<file path="config.mk">
export PLATFORM = sky130hd
export DESIGN_NAME = bertei_top
export DESIGN_NICKNAME = d
export VERILOG_FILES = /design/src/logic/bertei_pkg.sv /design/src/logic/bertei_sync2.sv /design/src/logic/bertei_rate_gen.sv /design/src/logic/bertei_top.sv
export SDC_FILE = /design/constraint.sdc
export NUM_CORES = 1
export LEC_CHECK = 0
export ABC_AREA = 1
export ABC_CLOCK_PERIOD_IN_PS = 2200
export BUFFER_PORTS_ARGS = -buffer_cell sky130_fd_sc_hd__buf_4
export CAP_MARGIN = 20
export CORE_MARGIN = 10
export CORE_UTILIZATION = 56
export DETAILED_ROUTE_END_ITERATION = 8
export PLACE_DENSITY = 0.79
export SYNTH_ARGS = -nofsm -noshare
export SYNTH_HDL_FRONTEND = slang
export SYNTH_SLANG_ARGS = --single-unit
export TNS_END_PERCENT = 30
</file>
<file path="constraint.sdc">
create_clock -name pclk -period 2.2 [get_ports pclk]
set_input_delay 0.33 -clock pclk [delete_from_list [all_inputs] [get_ports pclk]]
set_output_delay 0.33 -clock pclk [all_outputs]
set_load 0.005 [all_outputs]
</file>
<file path="src/logic/bertei_pkg.sv">
// Constants and types for the error insertion and checker status block.
// Assumes a 32-bit APB register bus on pclk and word-indexed registers.
//
// Operation
// Hold a 32-bit seed or fixed pattern word for transmit and receive.
// Transmit sends bit 31 of the seed/pattern word first.
// Receive aligns bit 31 of the pattern word with the first bit received.
// Rate value n inverts one transmit bit in 10**n; zero disables.
// Rate insertion starts when the control register gets a nonzero rate.
// A rate rewritten mid-interval takes effect after the next inserted error.
// Single error insertion only happens while its enable bit is set.
// Each rising edge of the register trigger inverts exactly one bit.
// Several trigger edges between two opportunities insert only one error.
// Source select picks register trigger (0) or external input (1).
// Software keeps both triggers low before changing the source select.
// Update status rises on completed update, falls when trigger goes low.
// Count-nonzero reads one while errors counted; cleared by an update.
// Sync-loss status reads one while the checker is out of sync.
// Latched update flag sets on rising edge of update status.
// Latched bit-error flag sets on any detected bit error.
// Latched count flag sets on rising edge of count-nonzero status.
// Latched sync-loss flag sets on every change of sync-loss status.
// Update mode picks local (0) or global/port (1) update trigger.
// Flags request interrupt when enabled; three also need port enable.
// Latched flags clear only by writing one to their bit.
// All configuration and enable bits reset to zero.

package bertei_pkg;

	// Register indices; byte address is four times the index.
	localparam logic [9:0] IDX_SEED_LO    = 10'h064;
	localparam logic [9:0] IDX_SEED_HI    = 10'h066;
	localparam logic [9:0] IDX_INS_CTRL   = 10'h068;
	localparam logic [9:0] IDX_STATUS     = 10'h06C;
	localparam logic [9:0] IDX_LATCHED    = 10'h06E;
	localparam logic [9:0] IDX_IRQ_EN     = 10'h070;
	localparam logic [9:0] IDX_UPD_CTRL   = 10'h072;

	// Error insertion control fields.
	localparam int POS_MANUAL_SEL  = 0;
	localparam int POS_SINGLE_TRIG = 1;
	localparam int POS_SINGLE_EN   = 2;
	localparam int POS_RATE_LSB    = 3;

	// Update control fields.
	localparam int POS_LOCAL_UPD = 0;
	localparam int POS_UPD_MODE  = 1;

	localparam logic [15:0] RST_HALF   = 16'h0000;
	localparam logic [23:0] CNT_ZERO   = 24'h000000;
	localparam logic [23:0] CNT_ONE    = 24'h000001;

	// Event bits in status, latched and enable order (bit 3 down to 0).
	typedef struct packed {
		logic update_done;
		logic bit_error;
		logic count_nonzero;
		logic sync_loss;
	} bertei_evt_t;

	localparam bertei_evt_t EVT_NONE = '{1'b0, 1'b0, 1'b0, 1'b0};

	// Interval in bits for a decade rate exponent.
	function automatic logic [23:0] bertei_interval(input logic [2:0] n);
		case (n)
			3'h1:    return 24'h00000A;
			3'h2:    return 24'h000064;
			3'h3:    return 24'h0003E8;
			3'h4:    return 24'h002710;
			3'h5:    return 24'h0186A0;
			3'h6:    return 24'h0F4240;
			3'h7:    return 24'h989680;
			default: return CNT_ZERO;
		endcase
	endfunction : bertei_interval

endpackage : bertei_pkg

</file>
<file path="src/logic/bertei_sync2.sv">
// Two-stage synchroniser for a level arriving from a pin.
// Assumes the level is slow compared with pclk.
`timescale 1ns/1ps

module bertei_sync2 (
	// Clock and reset
	input  wire logic pclk,
	input  wire logic presetn,
	// Level
	input  wire logic async_in,
	output logic      sync_out
);

	logic meta_ff;

	always_ff @(posedge pclk or negedge presetn) begin
		if (!presetn) begin
			meta_ff  <= 1'b0;
			sync_out <= 1'b0;
		end else begin
			meta_ff  <= async_in;
			sync_out <= meta_ff;
		end
	end

endmodule : bertei_sync2

</file>
<file path="src/logic/bertei_rate_gen.sv">
// Decade-rate error scheduler for the transmit stream.
// Assumes one insertion opportunity per transmit bit, on pclk.
`timescale 1ns/1ps

module bertei_rate_gen
	import bertei_pkg::*;
(
	// Clock and reset
	input  wire logic       pclk,
	input  wire logic       presetn,
	// Configuration
	input  wire logic       rate_write,
	input  wire logic [2:0] rate_value,
	// Stream
	input  wire logic       bit_slot,
	output logic            rate_insert
);

	logic [2:0]  active_ff;
	logic [2:0]  pending_ff;
	logic [23:0] remain_ff;
	logic        running;

	assign running     = (active_ff != 3'h0);
	assign rate_insert = running && bit_slot && (remain_ff == CNT_ONE);

	// A new rate waits in pending until the error in flight is inserted.
	always_ff @(posedge pclk or negedge presetn) begin
		if (!presetn) begin
			active_ff  <= 3'h0;
			pending_ff <= 3'h0;
			remain_ff  <= CNT_ZERO;
		end else begin
			if (rate_write) begin
				pending_ff <= rate_value;
			end
			if (!running) begin
				if (rate_write && rate_value != 3'h0) begin
					active_ff <= rate_value;
					remain_ff <= bertei_interval(rate_value);
				end
			end else if (rate_insert) begin
				active_ff <= rate_write ? rate_value : pending_ff;
				remain_ff <= bertei_interval(rate_write ? rate_value : pending_ff);
			end else if (bit_slot) begin
				remain_ff <= remain_ff - CNT_ONE;
			end
		end
	end

endmodule : bertei_rate_gen

</file>
<file path="src/logic/bertei_top.sv">
// Error insertion, pattern word and checker status block of the bit error tester.
// Assumes an APB master on pclk, and transmit/receive bit slots, checker events
// and the global update and port interrupt enables coming from logic on pclk.
`timescale 1ns/1ps

module bertei_top
	import bertei_pkg::*;
(
	// APB slave
	input  wire logic        pclk,
	input  wire logic        presetn,
	input  wire logic        psel,
	input  wire logic        penable,
	input  wire logic        pwrite,
	input  wire logic [11:0] paddr,
	input  wire logic [31:0] pwdata,
	output logic      [31:0] prdata,
	output logic             pready,
	output logic             pslverr,
	// Transmit stream
	input  wire logic        tx_bit_slot,
	input  wire logic        tx_bit_in,
	input  wire logic        tx_pattern_mode,
	input  wire logic        tx_pattern_load,
	output logic             tx_bit_out,
	output logic             tx_bit_valid,
	// Receive pattern reference
	input  wire logic        rx_bit_slot,
	input  wire logic        rx_pattern_load,
	output logic             rx_expected_bit,
	// External single error insert pin
	input  wire logic        external_insert_input,
	// Checker and counter side
	input  wire logic        checker_bit_error,
	input  wire logic        checker_sync_loss,
	input  wire logic        counter_update_done,
	input  wire logic        global_update_trigger,
	input  wire logic        port_status_irq_en,
	output logic             counter_update_req,
	output logic      [31:0] seed_pattern_word,
	output logic             irq_request
);

	// ------------------------------------------------------------------
	// Register bus decode
	// ------------------------------------------------------------------

	logic [9:0]  idx;
	logic        setup_phase;
	logic        wr_en;
	logic        mapped;
	logic [31:0] rd_mux;

	logic [15:0] seed_lo_ff;
	logic [15:0] seed_hi_ff;
	logic [5:0]  ins_ctrl_ff;
	logic [1:0]  upd_ctrl_ff;
	bertei_evt_t irq_en_ff;
	bertei_evt_t latched_ff;
	bertei_evt_t status;

	assign idx         = paddr[11:2];
	assign setup_phase = psel && !penable;
	assign wr_en       = psel && penable && pwrite;
	assign pready      = 1'b1;

	always_comb begin
		mapped = 1'b1;
		rd_mux = 32'h00000000;
		case (idx)
			IDX_SEED_LO:  rd_mux = {16'h0000, seed_lo_ff};
			IDX_SEED_HI:  rd_mux = {16'h0000, seed_hi_ff};
			IDX_INS_CTRL: rd_mux = {26'h0, ins_ctrl_ff};
			IDX_STATUS:   rd_mux = {28'h0000000, status};
			IDX_LATCHED:  rd_mux = {28'h0000000, latched_ff};
			IDX_IRQ_EN:   rd_mux = {28'h0000000, irq_en_ff};
			IDX_UPD_CTRL: rd_mux = {30'h0, upd_ctrl_ff};
			default:      mapped = 1'b0;
		endcase
	end

	// Read data and error are captured in the setup cycle so that both leave
	// flip-flops and stand steady through the single access cycle.
	always_ff @(posedge pclk or negedge presetn) begin
		if (!presetn) begin
			prdata  <= 32'h00000000;
			pslverr <= 1'b0;
		end else if (setup_phase) begin
			prdata  <= pwrite ? 32'h00000000 : rd_mux;
			pslverr <= !mapped;
		end
	end

	// ------------------------------------------------------------------
	// Configuration registers
	// ------------------------------------------------------------------

	logic ins_write;

	assign ins_write = wr_en && (idx == IDX_INS_CTRL);

	always_ff @(posedge pclk or negedge presetn) begin
		if (!presetn) begin
			seed_lo_ff <= RST_HALF;
			seed_hi_ff <= RST_HALF;
		end else if (wr_en) begin
			if (idx == IDX_SEED_LO) begin
				seed_lo_ff <= pwdata[15:0];
			end
			if (idx == IDX_SEED_HI) begin
				seed_hi_ff <= pwdata[15:0];
			end
		end
	end

	always_ff @(posedge pclk or negedge presetn) begin
		if (!presetn) begin
			ins_ctrl_ff <= 6'h00;
		end else if (ins_write) begin
			ins_ctrl_ff <= pwdata[5:0];
		end
	end

	always_ff @(posedge pclk or negedge presetn) begin
		if (!presetn) begin
			upd_ctrl_ff <= 2'h0;
		end else if (wr_en && idx == IDX_UPD_CTRL) begin
			upd_ctrl_ff <= pwdata[1:0];
		end
	end

	always_ff @(posedge pclk or negedge presetn) begin
		if (!presetn) begin
			irq_en_ff <= EVT_NONE;
		end else if (wr_en && idx == IDX_IRQ_EN) begin
			irq_en_ff <= bertei_evt_t'(pwdata[3:0]);
		end
	end

	assign seed_pattern_word = {seed_hi_ff, seed_lo_ff};

	// ------------------------------------------------------------------
	// Pattern word serialisation
	// ------------------------------------------------------------------

	logic [31:0] tx_pat_ff;
	logic [31:0] rx_pat_ff;

	// Both shifters rotate left so bit 31 of the word is always the next bit.
	always_ff @(posedge pclk or negedge presetn) begin
		if (!presetn) begin
			tx_pat_ff <= 32'h00000000;
		end else if (tx_pattern_load) begin
			tx_pat_ff <= seed_pattern_word;
		end else if (tx_bit_slot) begin
			tx_pat_ff <= {tx_pat_ff[30:0], tx_pat_ff[31]};
		end
	end

	always_ff @(posedge pclk or negedge presetn) begin
		if (!presetn) begin
			rx_pat_ff <= 32'h00000000;
		end else if (rx_pattern_load) begin
			rx_pat_ff <= seed_pattern_word;
		end else if (rx_bit_slot) begin
			rx_pat_ff <= {rx_pat_ff[30:0], rx_pat_ff[31]};
		end
	end

	assign rx_expected_bit = rx_pat_ff[31];

	// ------------------------------------------------------------------
	// Error insertion
	// ------------------------------------------------------------------

	logic ext_sync;
	logic single_src;
	logic single_src_ff;
	logic single_pend_ff;
	logic rate_insert;
	logic do_insert;
	logic tx_src_bit;

	bertei_sync2 u_ext_sync (
		.pclk     (pclk),
		.presetn  (presetn),
		.async_in (external_insert_input),
		.sync_out (ext_sync)
	);

	bertei_rate_gen u_rate (
		.pclk        (pclk),
		.presetn     (presetn),
		.rate_write  (ins_write),
		.rate_value  (pwdata[POS_RATE_LSB +: 3]),
		.bit_slot    (tx_bit_slot),
		.rate_insert (rate_insert)
	);

	// The edge detector follows the selected source, so flipping the select
	// onto a high trigger while the other is low looks like an edge; software avoids that.
	assign single_src = ins_ctrl_ff[POS_MANUAL_SEL] ? ext_sync
	                                                : ins_ctrl_ff[POS_SINGLE_TRIG];

	always_ff @(posedge pclk or negedge presetn) begin
		if (!presetn) begin
			single_src_ff <= 1'b0;
		end else begin
			single_src_ff <= single_src;
		end
	end

	// One pending flag absorbs any number of edges until the next bit slot.
	always_ff @(posedge pclk or negedge presetn) begin
		if (!presetn) begin
			single_pend_ff <= 1'b0;
		end else if (!ins_ctrl_ff[POS_SINGLE_EN]) begin
			single_pend_ff <= 1'b0;
		end else if (single_src && !single_src_ff) begin
			single_pend_ff <= 1'b1;
		end else if (tx_bit_slot) begin
			single_pend_ff <= 1'b0;
		end
	end

	assign do_insert  = tx_bit_slot && (rate_insert || single_pend_ff);
	assign tx_src_bit = tx_pattern_mode ? tx_pat_ff[31] : tx_bit_in;

	always_ff @(posedge pclk or negedge presetn) begin
		if (!presetn) begin
			tx_bit_out   <= 1'b0;
			tx_bit_valid <= 1'b0;
		end else begin
			tx_bit_valid <= tx_bit_slot;
			if (tx_bit_slot) begin
				tx_bit_out <= tx_src_bit ^ do_insert;
			end
		end
	end

	// ------------------------------------------------------------------
	// Counter update handshake
	// ------------------------------------------------------------------

	logic upd_trigger;
	logic upd_trigger_ff;
	logic upd_done_ff;

	assign upd_trigger = upd_ctrl_ff[POS_UPD_MODE] ? global_update_trigger
	                                               : upd_ctrl_ff[POS_LOCAL_UPD];

	always_ff @(posedge pclk or negedge presetn) begin
		if (!presetn) begin
			upd_trigger_ff     <= 1'b0;
			counter_update_req <= 1'b0;
		end else begin
			upd_trigger_ff     <= upd_trigger;
			counter_update_req <= upd_trigger && !upd_trigger_ff;
		end
	end

	// Completion stays high until the trigger that asked for it is released.
	always_ff @(posedge pclk or negedge presetn) begin
		if (!presetn) begin
			upd_done_ff <= 1'b0;
		end else if (!upd_trigger) begin
			upd_done_ff <= 1'b0;
		end else if (counter_update_done) begin
			upd_done_ff <= 1'b1;
		end
	end

	// ------------------------------------------------------------------
	// Checker status
	// ------------------------------------------------------------------

	logic count_nz_ff;
	logic sync_loss_ff;

	// Errors are not counted while out of sync, so they do not set this bit.
	always_ff @(posedge pclk or negedge presetn) begin
		if (!presetn) begin
			count_nz_ff <= 1'b0;
		end else if (counter_update_done) begin
			count_nz_ff <= 1'b0;
		end else if (checker_bit_error && !checker_sync_loss) begin
			count_nz_ff <= 1'b1;
		end
	end

	always_ff @(posedge pclk or negedge presetn) begin
		if (!presetn) begin
			sync_loss_ff <= 1'b0;
		end else begin
			sync_loss_ff <= checker_sync_loss;
		end
	end

	assign status.update_done   = upd_done_ff;
	assign status.bit_error     = 1'b0;
	assign status.count_nonzero = count_nz_ff;
	assign status.sync_loss     = sync_loss_ff;

	// ------------------------------------------------------------------
	// Latched events and interrupt request
	// ------------------------------------------------------------------

	bertei_evt_t status_prev_ff;
	bertei_evt_t evt_set;
	bertei_evt_t evt_clr;

	always_ff @(posedge pclk or negedge presetn) begin
		if (!presetn) begin
			status_prev_ff <= EVT_NONE;
		end else begin
			status_prev_ff <= status;
		end
	end

	assign evt_set.update_done   = status.update_done && !status_prev_ff.update_done;
	assign evt_set.bit_error     = checker_bit_error;
	assign evt_set.count_nonzero = status.count_nonzero && !status_prev_ff.count_nonzero;
	assign evt_set.sync_loss     = status.sync_loss != status_prev_ff.sync_loss;

	assign evt_clr = (wr_en && idx == IDX_LATCHED) ? bertei_evt_t'(pwdata[3:0]) : EVT_NONE;

	// A set arriving with its clear keeps the flag set.
	always_ff @(posedge pclk or negedge presetn) begin
		if (!presetn) begin
			latched_ff <= EVT_NONE;
		end else begin
			latched_ff <= (latched_ff & ~evt_clr) | evt_set;
		end
	end

	always_ff @(posedge pclk or negedge presetn) begin
		if (!presetn) begin
			irq_request <= 1'b0;
		end else begin
			irq_request <= (latched_ff.update_done && irq_en_ff.update_done) ||
			               (port_status_irq_en &&
			                |({latched_ff.bit_error, latched_ff.count_nonzero,
			                   latched_ff.sync_loss} &
			                  {irq_en_ff.bit_error, irq_en_ff.count_nonzero,
			                   irq_en_ff.sync_loss}));
		end
	end

endmodule : bertei_top

</file>
# Yosys cells after proc, flatten, opt, wreduce, memory -nomap -nowiden
# Index checks and enable logic that the tools add are counted.
# classes
n_addsub,1
eq_ne,27
muxes,28
bitwise,5
reduce_logical,39
# ops
operator,n
$pmux W24 S7,2
$mux W32,5
$pmux W16 S7,1
$mux W24,4
$eq A10 B7 Y1 const B,7
$eq A24 B1 Y1 const B,1
$eq A3 B3 Y1 const B,8
$sub A24 B1 Y24 const B,1
$logic_and A1 B1 Y1,18
$eq A3 B2 Y1 const B,4
$mux W3,4
$mux W1,11
$reduce_and A2 Y1,4
$reduce_bool A2 Y1,4
$logic_not A1 Y1,7
$reduce_or A7 Y1,1
$eq A3 B1 Y1 const B,2
$reduce_bool A3 Y1,2
$and A4 B4 Y4,1
$mux W4,1
$ne A2 B2 Y1 const B,2
$not A4 Y4,1
$or A4 B4 Y4,1
$and A3 B3 Y3,1
other kinds (6),7
# word_totals
ff_bits,190
output_inout_bits,71
word_cells,134

# Longest topological paths before layout
# depth
ltp_word,8
mapped_depth,13
ltp_nobuf,12

# By module
# From an unflattened synthesis, not the netlist that was laid out.
# unflattened
hier_cells,1134
hier_area_um2,8992.4
# by_module_without_submodules
mod,instances,cells_each,area_each_um2
bertei_top,1,739,6512.5
bertei_rate_gen,1,393,2429.8
bertei_sync2,1,2,50.0

# Least setup slack after synthesis
# Ideal clock, no wire load.
# synth_timing
kind,register to register
from,reg u_rate.remain_ff[1]
to,reg u_rate.remain_ff[8]
t_arrival_ns,1.580
setup_slack_ns,0.547
stages_incl_launch_ff,14
n_path_buf,1
synth_period_minus_slack_ns,1.653
path_cell_list,dfrtp_1 inv_1 ha_1 nand2_1 nor3_1 nand2_1 nor2_2 buf_4 nand2_4 nor2_4 inv_2 nand3_1 nand2_1 a21oi_2
# synth_between
elab_chain_cells,4
elab_cells_between_ends,8
classes_between,add/sub: 1; eq/ne: 2; mux: 3; reduce/logical: 2
# synth_lines
item,line_no,source
start: declaration,bertei_rate_gen.sv:21,logic [23:0] remain_ff;
start signal: assignment,bertei_rate_gen.sv:40,remain_ff <= bertei_interval(rate_value);
start signal: assignment,bertei_rate_gen.sv:44,remain_ff <= bertei_interval(rate_write ? rate_value : pending_ff);
start signal: assignment,bertei_rate_gen.sv:46,remain_ff <= remain_ff - CNT_ONE;
$sub A24 B1 Y24 or $eq A24 B1 Y1 (tied branches),"bertei_rate_gen.sv:46, bertei_rate_gen.sv:25",
$mux W24 or $logic_and A1 B1 Y1 (tied branches),"bertei_rate_gen.sv:45, bertei_rate_gen.sv:25",
$mux W24 or $ne A3 B3 Y1 (tied branches),n/a,
$mux W24 or $reduce_and A2 Y1 (tied branches),n/a,
# Several ways; a longest one is shown, not always the timed one. The select of a mux whose other input is x is not followed.
# A chain may end at the register's enable or synchronous reset.

# Final worst setup path
# layout_timing
from,reg u_rate.remain_ff[1]
to,reg u_rate.remain_ff[5]
# Same word-level chain as after synthesis.

==> impl_metrics.csv <==
group,metric,value,unit
global_routing,grt_pass1_vias,7636,
cts,cts_tree,"done",
cts,cts.sinks,174,
timing,tns,0,ns
critical_path,start_kind,"flop",
place,io_buffers,96,
critical_path,cp.arrival,2.33,ns
critical_path,required,2.56,ns
floorplanning,start_util,57.3,%
critical_path,criticalPathCategory,"flop to flop",
hold_path,hp-class,"primary input to flop",
detailed_routing,ant_nets,0,
layout,drive_gt1_share,18.4,%
critical_path,r2r-end,"u_rate.remain_ff[5]$_DFFE_PN0P_",
floorplanning,dieArea,0.0210,mm^2
cts,numCtsBuffers,17,
power_and_ir_drop,finalPower,7480,uW
power_and_ir_drop,swShare,28.0,%
cts,clock_latency,0.43,ns
detailed_routing,dr.pass1.iters,5,
detailed_routing,vias,7869,
critical_path,critPathMaxFanout,8,
timing,clock-skew-final,0.00807,ns
yosys,synth_top_area_share,49.8,%
detailed_routing,routed_wl,24300,um
layout,fill_cells,1326,
critical_path,worst-path-stages,13,
timing,finalSetupViolCount,0,
layout,finalInstanceArea,0.0103,mm^2
timing,report.final.slew_viol_count,0,
power_and_ir_drop,vdd_drop_max,534,uV
critical_path,max_stage_delay,0.38,ns
cts,htreeDepth,4,
critical_path,r2r_slack,0.23,ns
timing,finalHoldViolations,0,
timing,fmax,507,MHz
critical_path,critPathTopFamily,"simple AND/OR/NAND/NOR gates",
timing,period_share,89.6,%
yosys,synthArstFlopShare,100,%
cts,cts_max_path_buffers,2,
critical_path,path_buf_inv,2,
detailed_routing,wl_per_cell,17.5,um
yosys,synth.top_cells.by_count,"nand2_1, dfrtp_1, nor2_1",
critical_path,crit_path_end_kind,"flop",
yosys,yosysUniqueCellTypes,46,
yosys,netlist_area,0.00874,mm^2
power_and_ir_drop,leakagePower,0.00499,uW
cts,cts-root-buf,"clkbuf_16",
yosys,synth_flop_cell,"dfrtp_1",
yosys,synth_seq_cells,174,
power_and_ir_drop,comb_power_share,14.0,%
layout,num_antenna_cells,0,
layout,syn2layout_area_growth,18.0,%
global_routing,antenna_found_initial,0,
layout,nets,1228,
floorplanning,die_y,145,um
yosys,synthesis.instances,1062,
yosys,ys_seq_area_share,49.8,%
job,max_cap_viol_count,0,
critical_path,reg2reg_depth,13,
critical_path,startpoint,"u_rate.remain_ff[1]$_DFFE_PN0P_",
timing,rsz0062_at_grt,"no",
yosys,synth-edff-count,0,
global_routing,grt_pass1_wl,39800,um
cts,post-cts-setup-buffers,0,
floorplanning,io_pins,132,
global_routing,grt_overflow,0,
detailed_routing,drt_drc_violations_left,0,
outcome,status,"completed",
power_and_ir_drop,p_switching,2100,uW
place,postPlaceCellArea,0.00975,mm^2
power_and_ir_drop,seqPwrFrac,48.2,%
critical_path,rr_startpoint,"u_rate.remain_ff[1]$_DFFE_PN0P_",
critical_path,endpoint,"u_rate.remain_ff[5]$_DFFE_PN0P_",
yosys,yosysWarnings,0,
place,dp_hpwl,17500,um
yosys,syn_area_per_cell,8.23,um^2
critical_path,slowest_stage,"dfrtp_1",
power_and_ir_drop,powerDensity,726,mW/mm^2
yosys,synth_area_leaders,"dfrtp_1, nand2_1, nor2_1",
floorplanning,num_rows,45,
detailed_routing,first_iter_violations,788,
timing,layout_min_cycle_time,1.97,ns
power_and_ir_drop,p_clk_share,37.9,%
global_routing,grt_max_degree,51,
yosys,yosysMostFrequentCell,"nand2_1",
floorplanning,core-area,0.0153,mm^2
power_and_ir_drop,intPower,5380,uW
place,gp_congestion,0.915,
critical_path,cpMostUsedCell,"nand2_1",
cts,path_clk_slew,0.07,ns
floorplanning,die_x,145,um
yosys,yosys.area.top_type,"dfrtp_1",
global_routing,grt_usage,22.7,%
critical_path,cp_cell_sequence,"inv_1 -> ha_1 -> nand2_1 -> nor3_1 -> nand2_1 -> nor2_4 -> buf_12 -> nand2_1 -> nand2_1 -> nand2_1 -> nand2_1 -> nand2_1 -> a21oi_1",
detailed_routing,viasPerCell,5.67,
stage by stage:
stage	hold slack [ns]	setup WS (ns)	utilization, %	std cells
after floorplan	0.0344	0.547	-	1077
after global placement	0.300	0.233	63.9	1355
after detailed placement	0.296	0.181	63.9	1355
after CTS	0.00329	0.172	67.5	1388
after global routing	0.00852	0.0437	67.6	1388
final	0.00893	0.229	67.6	1388
timing repair:
item | 4_1_cts | 5_1_grt
endpoints found under the setup margin | 0 | 2
endpoints found under the hold margin | 47 | 0
resized for setup | 0 | 1
hold buffers | 2 | 0
sequential cells by signal (all words and copies together) (netlist names), 2 cells and up:
register / cells
ins_ctrl_ff: 6
irq_en_ff: 4
latched_ff: 4
prdata: 16
rx_pat_ff: 32
seed_hi_ff: 16
seed_lo_ff: 16
status_prev_ff: 3
tx_pat_ff: 32
u_rate.active_ff: 3
u_rate.pending_ff: 3
u_rate.remain_ff: 24
upd_ctrl_ff: 2
kinds of logic (layout without fill, tap and decap cells):
| family | count (synthesis) | count (layout) | synth area share (%) |
|---|---|---|---|
| flops | 174 | 174 | 49.8 |
| fa+ha+maj | 2 | 2 | 0.286 |
| xor+xnor | 17 | 17 | 1.70 |
| other cells | 2 | 17 | 0.0860 |
| compound gates | 211 | 211 | 14.4 |
| buf+inv | 154 | 254 | 7.73 |
| simple gates | 502 | 502 | 25.9 |
cell usage in the layout, fill, tap and decap left out, types with 9 or more instances in the layout:
master / Yosys / final
clkbuf_16: 0 / 17
nor2_4: 8 / 9
o21ai_0: 43 / 43
a22o_1: 11 / 11
a22oi_1: 9 / 9
inv_2: 16 / 16
nor2_1: 144 / 144
conb_1: 2 / 17
a21oi_1: 25 / 25
nor3_1: 67 / 67
o22ai_1: 65 / 65
o21ai_1: 36 / 36
inv_1: 76 / 76
dfrtp_1: 174 / 174
buf_4: 19 / 123
nand3_1: 26 / 26
xor2_1: 12 / 12
nand2_1: 217 / 217
worst min path at each step:
| stage | from | endpoint | slack [ns] | cells past startpoint |
|---|---|---|---|---|
| 4_1_cts | checker_sync_loss | sync_loss_ff$_DFF_PN0_ | 0.003 | 1 |
| 3_3_place_gp | presetn | rx_pat_ff[29]$_DFFE_PN0P_ | 0.30 | 1 |
| 3_5_place_dp | presetn | rx_pat_ff[29]$_DFFE_PN0P_ | 0.30 | 1 |
| 5_1_grt | checker_sync_loss | sync_loss_ff$_DFF_PN0_ | 0.009 | 1 |
| 2_1_floorplan | presetn | count_nz_ff$_DFFE_PN0P_ | 0.03 | 0 |
| 6_report | checker_sync_loss | sync_loss_ff$_DFF_PN0_ | 0.009 | 1 |
cell type report:
type | instances | area, um^2 | area share [%]
clock buffer | 20 | 447 | 4.33
clock inverter | 11 | 92.6 | 0.898
inverter | 93 | 350 | 3.40
multi-input combinational | 749 | 3770 | 36.5
sequential | 174 | 4350 | 42.2
tap | 211 | 264 | 2.56
timing repair buffer | 130 | 1030 | 10.0
power groups by stage:
stage / Sequential, uW / Clock [uW] / Combinational [uW]
floorplan: 3600 / 0 / 712
global placement: 3650 / 0 / 1000
detailed placement: 3650 / 0 / 1030
CTS: 3600 / 2840 / 1040
global route: 3630 / 2970 / 1180
finish: 3600 / 2830 / 1050
routing by layer:
metal / track usage (%) / routed length, um
met1: 30.1 / 10600
met2: 36.3 / 11500
met4: 8.27 / 655
met3: 4.35 / 1550
met5: 0 / 0
No activity file was read; power rests on OpenSTA's default activity.
